**config.mk**
```make
export PLATFORM = sky130hd
export DESIGN_NAME = bus_hold_arb
export DESIGN_NICKNAME = d
export VERILOG_FILES = /design/src/common/hold_pkg.sv /design/src/verilog/bus_hold_arb.sv /design/src/verilog/pin_sync.sv
export SDC_FILE = /design/constraint.sdc
export NUM_CORES = 1
export LEC_CHECK = 0
export ABC_AREA = 1
export BUFFER_PORTS_ARGS = -buffer_cell sky130_fd_sc_hd__buf_4
export CAP_MARGIN = 20
export CORE_MARGIN = 10
export CORE_UTILIZATION = 32
export DETAILED_ROUTE_END_ITERATION = 10
export SYNTH_ARGS = -nofsm -noshare
export SYNTH_HDL_FRONTEND = slang
export SYNTH_HIERARCHICAL = 1
export SYNTH_SLANG_ARGS = --single-unit
```
**constraint.sdc**
```tcl
create_clock -name clk -period 1.17 [get_ports clk]
set_input_delay 0.234 -clock clk [delete_from_list [all_inputs] [get_ports clk]]
set_output_delay 0.234 -clock clk [all_outputs]
set_load 0.1 [all_outputs]
```
**src/common/hold_pkg.sv**
```systemverilog
// Shared constants and carrier types for the bus hold arbitration block
package hold_pkg;

  // ----------------------------------------------------------------------
  // Memory partition steered by the access strap
  // ----------------------------------------------------------------------
  localparam logic [23:0] STRAP_RANGE_LO = 24'hFF2000;
  localparam logic [23:0] STRAP_RANGE_HI = 24'hFF9FFF;

  // ----------------------------------------------------------------------
  // Control fields and reset values
  // ----------------------------------------------------------------------
  localparam int HOLD_EN_BIT = 7;               // Protocol enable in window reg
  localparam logic STRAP_RST = 1'b1;            // Internal until first capture
  localparam logic [1:0] SYNC_RST = 2'h3;       // Pins idle high
  localparam logic [7:0] WIN_RST = 8'h00;

  // ----------------------------------------------------------------------
  // Types
  // ----------------------------------------------------------------------
  typedef enum logic [2:0] {
    ST_OWN,        // Device owns the bus
    ST_RELEASE,    // Finishing own cycle before letting go
    ST_HELD,       // Outside master holds the bus
    ST_EARLY_IRQ,  // Irq arrived while going into hold
    ST_RETURN      // Ack dropped, bus not yet resumed
  } arb_state_t;

  typedef struct packed {
    logic [23:0] addr;      // Address of the pending access
    logic valid;            // Access request
    logic cycle_busy;       // Own external cycle in flight
  } mem_req_t;

  typedef struct packed {
    logic to_internal;      // Routed to on-chip memory
    logic to_external;      // Routed to external bus
  } mem_route_t;

endpackage : hold_pkg

```
**src/verilog/bus_hold_arb.sv**
```systemverilog
// Bus hold arbitration, strap capture and memory routing
`timescale 1ns/100ps

// Overview of operation
// Strap routes partition range internal or external
// Strap captured only at reset release
// External strap locks ports to bus
// Ack low once device released bus
// Hold request honoured only when enabled
// Irq-out low when interrupt needs bus
// Internal execution: irq-out immediately while held
// External execution: bus-need, irq-out after release
// Irq while entering hold: ack+irq till release
// Bus-need low when cycle pending, held
// Bus-need stays low until request removed
// Drop ack before resuming; float bus meanwhile
module bus_hold_arb
  import hold_pkg::*;
(
  input wire logic clk,                   // 200 MHz clock
  input wire logic rst,                   // Sync reset, active high
  input wire logic external_access_strap, // Strap pin, async
  input wire logic hold_req_n,            // Outside bus request pin, async
  input wire logic hold_pin_special,      // Pin set for special function
  input wire logic [7:0] window_select_reg, // Window select register value
  input wire logic irq_pending,           // Core has a pending interrupt
  input wire logic exec_external,         // Core executing from external
  input wire mem_req_t mem_req,           // Core memory access
  output mem_route_t mem_route,           // Routing of that access
  output logic bus_release_ack_n,         // Bus released, active low
  output logic bus_need_request_n,        // Bus needed back, active low
  output logic irq_bus_need_out_n,        // Irq needs bus, active low
  output logic bus_out_en,                // Device may drive bus pins
  output logic port_io_allowed,           // Ports 3/4 usable as I/O
  output logic strap_internal             // Latched strap level
);

  // ----------------------------------------------------------------------
  // Pin synchronisation
  // ----------------------------------------------------------------------
  logic [1:0] pins_s;

  pin_sync #(
    .WIDTH(2)
  ) u_sync (
    .clk(clk),
    .rst(rst),
    .pin_in({external_access_strap, hold_req_n}),
    .pin_out(pins_s)
  );

  logic strap_s;
  logic hold_s;
  assign strap_s = pins_s[1];
  assign hold_s = ~pins_s[0];

  // ----------------------------------------------------------------------
  // State
  // ----------------------------------------------------------------------
  typedef struct packed {
    arb_state_t state;
    logic rst_d;          // Reset seen last cycle
    logic strap;          // Latched strap level
    logic ack_n;
    logic need_n;
    logic irq_n;
    logic drive_en;
    logic io_ok;
    mem_route_t route;
  } arb_t;

  arb_t st_r;
  arb_t st_nxt;

  logic hold_active;
  logic in_range;
  logic ext_access;

  // Request counts only when pin and protocol are enabled
  assign hold_active = hold_s & hold_pin_special &
                       window_select_reg[HOLD_EN_BIT];

  assign in_range = (mem_req.addr >= STRAP_RANGE_LO) &&
                    (mem_req.addr <= STRAP_RANGE_HI);

  // Access that needs the external bus; internal ones never ask for it
  assign ext_access = mem_req.valid & ~(in_range & st_r.strap);

  // Next-state logic for arbitration and routing
  always_comb begin
    st_nxt = st_r;
    st_nxt.rst_d = 1'b0;
    // Capture on the first cycle after reset lifts, never later
    if (st_r.rst_d) begin
      st_nxt.strap = strap_s;
    end
    // Port I/O only in internal-strap systems with bus idle
    st_nxt.io_ok = st_r.strap & ~mem_req.cycle_busy &
                   (st_r.state == ST_OWN);
    // Routing decision; outside range the strap is ignored
    st_nxt.route.to_internal = mem_req.valid & in_range &
                               st_r.strap;
    st_nxt.route.to_external = ext_access;
    case (st_r.state)
      ST_OWN: begin
        st_nxt.drive_en = 1'b1;
        if (hold_active) begin
          st_nxt.state = ST_RELEASE;
        end
      end
      ST_RELEASE: begin
        if (!hold_active) begin
          st_nxt.state = ST_OWN;
        end else if (!mem_req.cycle_busy) begin
          // Never let go mid-cycle, even with an irq waiting
          st_nxt.ack_n = 1'b0;
          st_nxt.drive_en = 1'b0;
          if (irq_pending && exec_external) begin
            // Ack and irq-out together, kept until release
            st_nxt.state = ST_EARLY_IRQ;
            st_nxt.irq_n = 1'b0;
          end else begin
            st_nxt.state = ST_HELD;
          end
        end
      end
      ST_HELD: begin
        if (!hold_active) begin
          st_nxt.state = ST_RETURN;
          st_nxt.ack_n = 1'b1;
          st_nxt.need_n = 1'b1;
          // Deferred irq-out shows once the master lets go
          st_nxt.irq_n = ~irq_pending;
        end else begin
          // Sticky until the request is removed
          if (ext_access || (irq_pending && exec_external)) begin
            st_nxt.need_n = 1'b0;
          end
          if (irq_pending && !exec_external) begin
            st_nxt.irq_n = 1'b0;
          end
        end
      end
      ST_EARLY_IRQ: begin
        if (!hold_active) begin
          st_nxt.state = ST_RETURN;
          st_nxt.ack_n = 1'b1;
          st_nxt.irq_n = ~irq_pending;
        end
      end
      ST_RETURN: begin
        // One cycle gap: ack high before own drivers return
        st_nxt.state = ST_OWN;
        st_nxt.drive_en = 1'b1;
        st_nxt.irq_n = 1'b1;
      end
      default: begin
        st_nxt.state = ST_OWN;
      end
    endcase
  end

  // Registered state, constant reset values only
  always_ff @(posedge clk) begin
    if (rst) begin
      st_r.state <= ST_OWN;
      st_r.rst_d <= 1'b1;
      st_r.strap <= STRAP_RST;
      st_r.ack_n <= 1'b1;
      st_r.need_n <= 1'b1;
      st_r.irq_n <= 1'b1;
      st_r.drive_en <= 1'b0;
      st_r.io_ok <= 1'b0;
      st_r.route <= '0;
    end else begin
      st_r <= st_nxt;
    end
  end

  assign bus_release_ack_n = st_r.ack_n;
  assign bus_need_request_n = st_r.need_n;
  assign irq_bus_need_out_n = st_r.irq_n;
  assign bus_out_en = st_r.drive_en;
  assign port_io_allowed = st_r.io_ok;
  assign strap_internal = st_r.strap;
  assign mem_route = st_r.route;
endmodule : bus_hold_arb

```
**src/verilog/pin_sync.sv**
```systemverilog
// Two-flop synchroniser for asynchronous pin inputs
`timescale 1ns/100ps
module pin_sync
  import hold_pkg::*;
#(
  parameter int WIDTH = 2
) (
  input wire logic clk,                 // System clock
  input wire logic rst,                 // Sync reset, active high
  input wire logic [WIDTH-1:0] pin_in,  // Raw pins
  output logic [WIDTH-1:0] pin_out      // Synchronised pins
);

  initial begin
    if (WIDTH < 1) $error("pin_sync WIDTH must be at least 1");
  end

  typedef struct packed {
    logic [WIDTH-1:0] s1;
    logic [WIDTH-1:0] s2;
  } sync_t;

  sync_t st_r;
  sync_t st_nxt;

  // First stage feeds only the second stage
  always_comb begin
    st_nxt = st_r;
    st_nxt.s1 = pin_in;
    st_nxt.s2 = st_r.s1;
  end

  // No reset on purpose: the pins keep flowing through during reset, so
  // the strap level is already settled at the release edge
  always_ff @(posedge clk) begin
    st_r <= st_nxt;
  end

  assign pin_out = st_r.s2;
endmodule : pin_sync

```
# After elaboration in Yosys (flattened, before gate mapping)
# Cells that the tools add are included.
# totals
reg_bits,16
in_bits,41
out_inout_bits,8
# classes
order_cmp,2
eq_ne,13
muxes,22
bitwise_logic,12
reduce_logical,16
# op_table
cell,count
"24-bit greater-or-equal comparator, second input constant",1
"24-bit less-or-equal comparator, second input constant",1
3-bit 2-to-1 mux,4
"2-bit inequality test, second input constant",6
1-bit 2-to-1 mux,10
9-bit 2-to-1 mux,1
3-bit one-hot mux with 3 select lines,1
1-bit AND,8
"3-bit by 2-bit == test with 1-bit output, second input constant",2
2-bit 2-to-1 mux,3
"3-bit inequality test, second input constant",2
3-bit AND reduction,2
6-bit AND reduction,1
1-bit inverter,4
1-bit one-hot mux with 2 select lines,2
1-bit one-hot mux with 4 select lines,1
4-bit AND reduction,1
2-bit nonzero test,2
4-bit nonzero test,1
2-bit OR reduction,2
"3-bit by 1-bit == test with 1-bit output, second input constant",1
"3-bit == test, second input constant",1
1-bit logical AND,3
3-bit zero test,1
4 further kinds,4

# Longest topological paths before layout
# depth
ltp_word,10
ltp_mapped,8

# Hierarchy
# Netlist, hierarchy kept.
# modules_own_cells
mod,n_inst,cells_each,area_per_inst_um2,seq_area_each_um2
bus_hold_arb,1,95,633.1,240.2
pin_sync,1,4,80.1,80.1

# Worst setup path before layout
# OpenSTA, ideal clock, no wires.
# synth_timing
path_kind,reg-to-reg
startpoint,"register st_r, in the netlist strap_internal"
endpoint,"register st_r, in the netlist bus_need_request_n"
setup_ps,61
arrival_ps,1558
setup_slack_ps,-448
stages_incl_launch_ff,9
path_cell_list,dfxtp_1 > nand2_1 > inv_1 > nand2_1 > o21bai_1 > nand2_1 > nand2_1 > nand2_1 > nand2_1
# synth_via
elab_chain_len,6
# synth_lines
item,line,rtl
"start, declared",bus_hold_arb.sv:72,arb_t st_r;
"start signal, assigned",bus_hold_arb.sv:176,st_r <= st_nxt;
1-bit AND,bus_hold_arb.sv:87,assign ext_access = mem_req.valid & ~(in_range & st_r.strap);
1-bit inverter,bus_hold_arb.sv:87,
1-bit AND,bus_hold_arb.sv:87,
1-bit logical OR,bus_hold_arb.sv:136,if (ext_access || (irq_pending && exec_external)) begin
2-bit by 1-bit inequality test with 1-bit output (no line),-,
2-bit AND reduction (no line),-,
# No other way between the ends.
# A chain may end at the register's enable or synchronous reset.

# Worst setup path in the final report
# layout_timing
startpoint,register st_r[9] (netlist name)
endpoint,"register st_r, in the netlist irq_bus_need_out_n"
# layout_via
elab_chain_len,3
# layout_lines
item,line,rtl
3-bit by 2-bit == test with 1-bit output (tied with other cells),bus_hold_arb.sv:104,case (st_r.state)
3-bit inequality test (no line) (tied with other cells),-,
6-bit AND reduction (no line),-,
# Parallel ways exist; a longest one is shown, timed or not.

==> impl_metrics.py <==
metrics = {
    "synthesis": {
        "synth_top_cell_by_area": "dfxtp_1",
        "ys_seq_elements": 16,
        "syn_area_per_cell_um2": 7.204,
        "ys.flop_type": "dfxtp_1",
        "synthDistinctLibCells": 19,
        "synth_top_area_frac": 0.4491,
        "synth_warnings": 6,
        "synth_most_common_cell": "nand2_1",
        "ys_seq_area_frac": 0.4491,
        "async_flop_share": 0,
        "netlist_area_um2": 713.2,
        "synthesis.nets": 140,
        "synth_area_leaders": "dfxtp_1, nand2_1, inv_1",
        "synth_edf_count": 0,
        "postSynthCellCount": 99,
        "synth.top_cells.by_count": "nand2_1, dfxtp_1, inv_1",
    },
    "critical_path": {
        "worst-path-buf-inv": 1,
        "cp_slowest_stage_delay_ps": 370,
        "cp.required_ps": 1360,
        "cp_max_fo": 5,
        "crit_arrival_ps": 1330,
        "crit_family": "simple AND/OR/NAND/NOR gates",
        "cp_cell_sequence": "nor2_2 -> inv_2 -> nor2_2 -> nor2_1 -> nand2_1 -> nand3_1 -> nand2_1 -> nand3_1",
        "crit_type": "register to register",
        "rrSetupSlack_ps": 30,
        "cpMaxStageDelayCell": "dfxtp_4",
        "cp-start-kind": "register",
        "crit_path_end_kind": "register",
    },
    "routing": {
        "first_pass_iters": 3,
        "drt_iter0_drc": 11,
        "avgRoutedWirePerCell_um": 11.08,
        "remaining_drc_errors": 0,
        "wirelength_mm": 1.751,
        "antenna_left": 0,
        "via_per_inst": 4.418,
        "vias": 698,
    },
    "finish": {
        "drive_gt1_frac": 0.3923,
        "final_cells": 158,
        "layout.nets": 172,
        "final_util": 0.4804,
        "areaGrowthSynthToFinish_pct": 46.14,
        "n_antenna_cell": 0,
        "fillers": 227,
    },
    "clock_network": {
        "cts_inserted_buffers": 3,
        "cts_tree": "built",
        "clk_latency_ps": 290,
        "holdBufCountCts": 0,
        "cts_buffer_depth": 2,
        "cts-root-buf": "clkbuf_4",
        "clk_pin_slew_ps": 90,
        "htreeDepth": 1,
        "cts_sinks": 16,
    },
    "placement": {
        "post-place-cells": 152,
        "place_congestion": 0.7746,
        "io_buffers": 28,
        "dp_hpwl_mm": 1.400,
    },
    "sta": {
        "timing.final.crit_period_ps": 1139,
        "slew_headroom": 0.8152,
        "setup_tns_ps": 0,
        "period_share": 0.9731,
        "max_freq_mhz": 878.3,
        "finClkSkew_ps": 5.237,
        "maxSlewViolCount": 0,
        "setup_viol": 0,
        "tightest_slew_ps": 279.5,
        "rsz0062_at_grt": "true",
        "finalHoldViolations": 0,
    },
    "floorplan": {
        "die_y_um": 67.21,
        "dieArea_um2": 4517,
        "dieWidth_um": 67.21,
        "io_pins": 49,
        "rows": 17,
        "initial_core_util": 0.3287,
        "core_um2": 2170,
    },
    "power_and_ir_drop": {
        "p_leak_nw": 0.5153,
        "power.density_nw_per_um2": 1264,
        "worst_ir_drop_vdd_v": 0.0009700,
    },
    "outcome": {
        "status": "finished, final reports clean",
    },
    "grt": {
        "grt_pass1_wl_mm": 2.829,
        "grt_pass1_vias": 674,
        "overflow": 0,
        "grt_max_degree": 11,
        "antenna_found_initial": 0,
        "track_usage": 0.07942,
    },
    "worst_hold_path": {
        "hold_class": "primary input to register",
    },
    "flow_run": {
        "cap_viol_max_count": 0,
    },
}
[what timing repair did]
| item | in CTS | in global routing |
|---|---|---|
| endpoints found under the setup margin | 2 | 6 |
| gates resized for setup | 2 | 11 |
| setup buffers | 0 | 2 |
| pin swaps | 0 | 1 |
[cells by family after synthesis]
group,after synthesis,share of synthesized area
flip-flops,16,0.4491
buffers and inverters,18,0.1052
AO/OA/AOI/OAI,10,0.09650
AND/OR/NAND/NOR,55,0.3491
[cell usage in the layout, fill, tap and decap left out]
| cell | n |
|---|---|
| o21bai_2 | 1 |
| nand3_1 | 7 |
| nor2_2 | 4 |
| a21oi_1 | 4 |
| nor4_1 | 2 |
| nor2_1 | 11 |
| inv_2 | 2 |
| clkbuf_4 | 3 |
| buf_6 | 6 |
| dfxtp_2 | 3 |
| o21ai_0 | 2 |
| nand3_4 | 1 |
| dfxtp_1 | 11 |
| nor2_4 | 1 |
| o211ai_2 | 1 |
| nand4_1 | 1 |
| buf_4 | 24 |
| nand2_1 | 26 |
| dfxtp_4 | 2 |
| o31ai_1 | 1 |
| nand3_2 | 1 |
| o21bai_1 | 1 |
| inv_1 | 13 |
| clkbuf_8 | 1 |
| nor3_2 | 1 |
[power breakdown]
| part | total (W) | internal (W) | switching, W | leakage (nW) |
|---|---|---|---|---|
| clock | 0.000364 | 0.000190 | 0.000174 | 0.0210 |
| combinational | 0.000351 | 0.000128 | 0.000222 | 0.362 |
| sequential | 0.000603 | 0.000580 | 0.0000228 | 0.132 |
| total | 0.00132 | 0.000898 | 0.000419 | 0.515 |
[worst paths after layout]
kind / start / endpoint / cells after the start
max: st_r[9] / irq_bus_need_out_n / 8
min: external_access_strap / u_sync/st_nxt[1] / 1
max reg2reg: st_r[9] / irq_bus_need_out_n / 8
min reg2reg: u_sync/st_nxt[1] / u_sync/pin_out[1] / 0
[cell type report]
| type | instances | area [µm²] | share of cell area |
|---|---|---|---|
| multi-input cells | 65 | 335.3 | 0.3217 |
| flip-flops and latches | 16 | 331.6 | 0.3181 |
| repair buffers | 30 | 247.7 | 0.2377 |
| inverters | 15 | 56.30 | 0.05402 |
| clock buffers | 4 | 36.28 | 0.03481 |
| well taps | 28 | 35.03 | 0.03361 |
[sequential cells by signal, summed over array words and instances, names as in the netlist]
signal	count
bus_out_en	1
u_sync/st_nxt	2
port_io_allowed	1
irq_bus_need_out_n	1
st_r	4
bus_need_request_n	1
strap_internal	1
bus_release_ack_n	1
u_sync/pin_out	2
mem_route	2
[through the flow]
step / setup WS [ps] / total power (W) / hold slack, ps / area (µm²)
2_1_floorplan: 4.409 / 0.0008358 / 261.7 / 720.7
3_3_place_gp: 59.57 / 0.0009328 / 310.4 / 947.2
4_1_cts: 10.95 / 0.001308 / 28.57 / 991.0
6_report: 31.50 / 0.001317 / 40.77 / 1042
5_1_grt: -65.71 / 0.001393 / 25.27 / 1042
3_5_place_dp: 41.81 / 0.0009362 / 313.2 / 947.2
[routing by layer]
metal / up-vias / GRT usage / routed length (µm)
li1: 372 / - / -
met1: 308 / 0.08136 / 674
met2: 15 / 0.1386 / 936
met3: 3 / 0.04132 / 128
met4: 0 / 0.02308 / 11
met5: - / 0 / 0
Power figures use the tool's default switching activity.
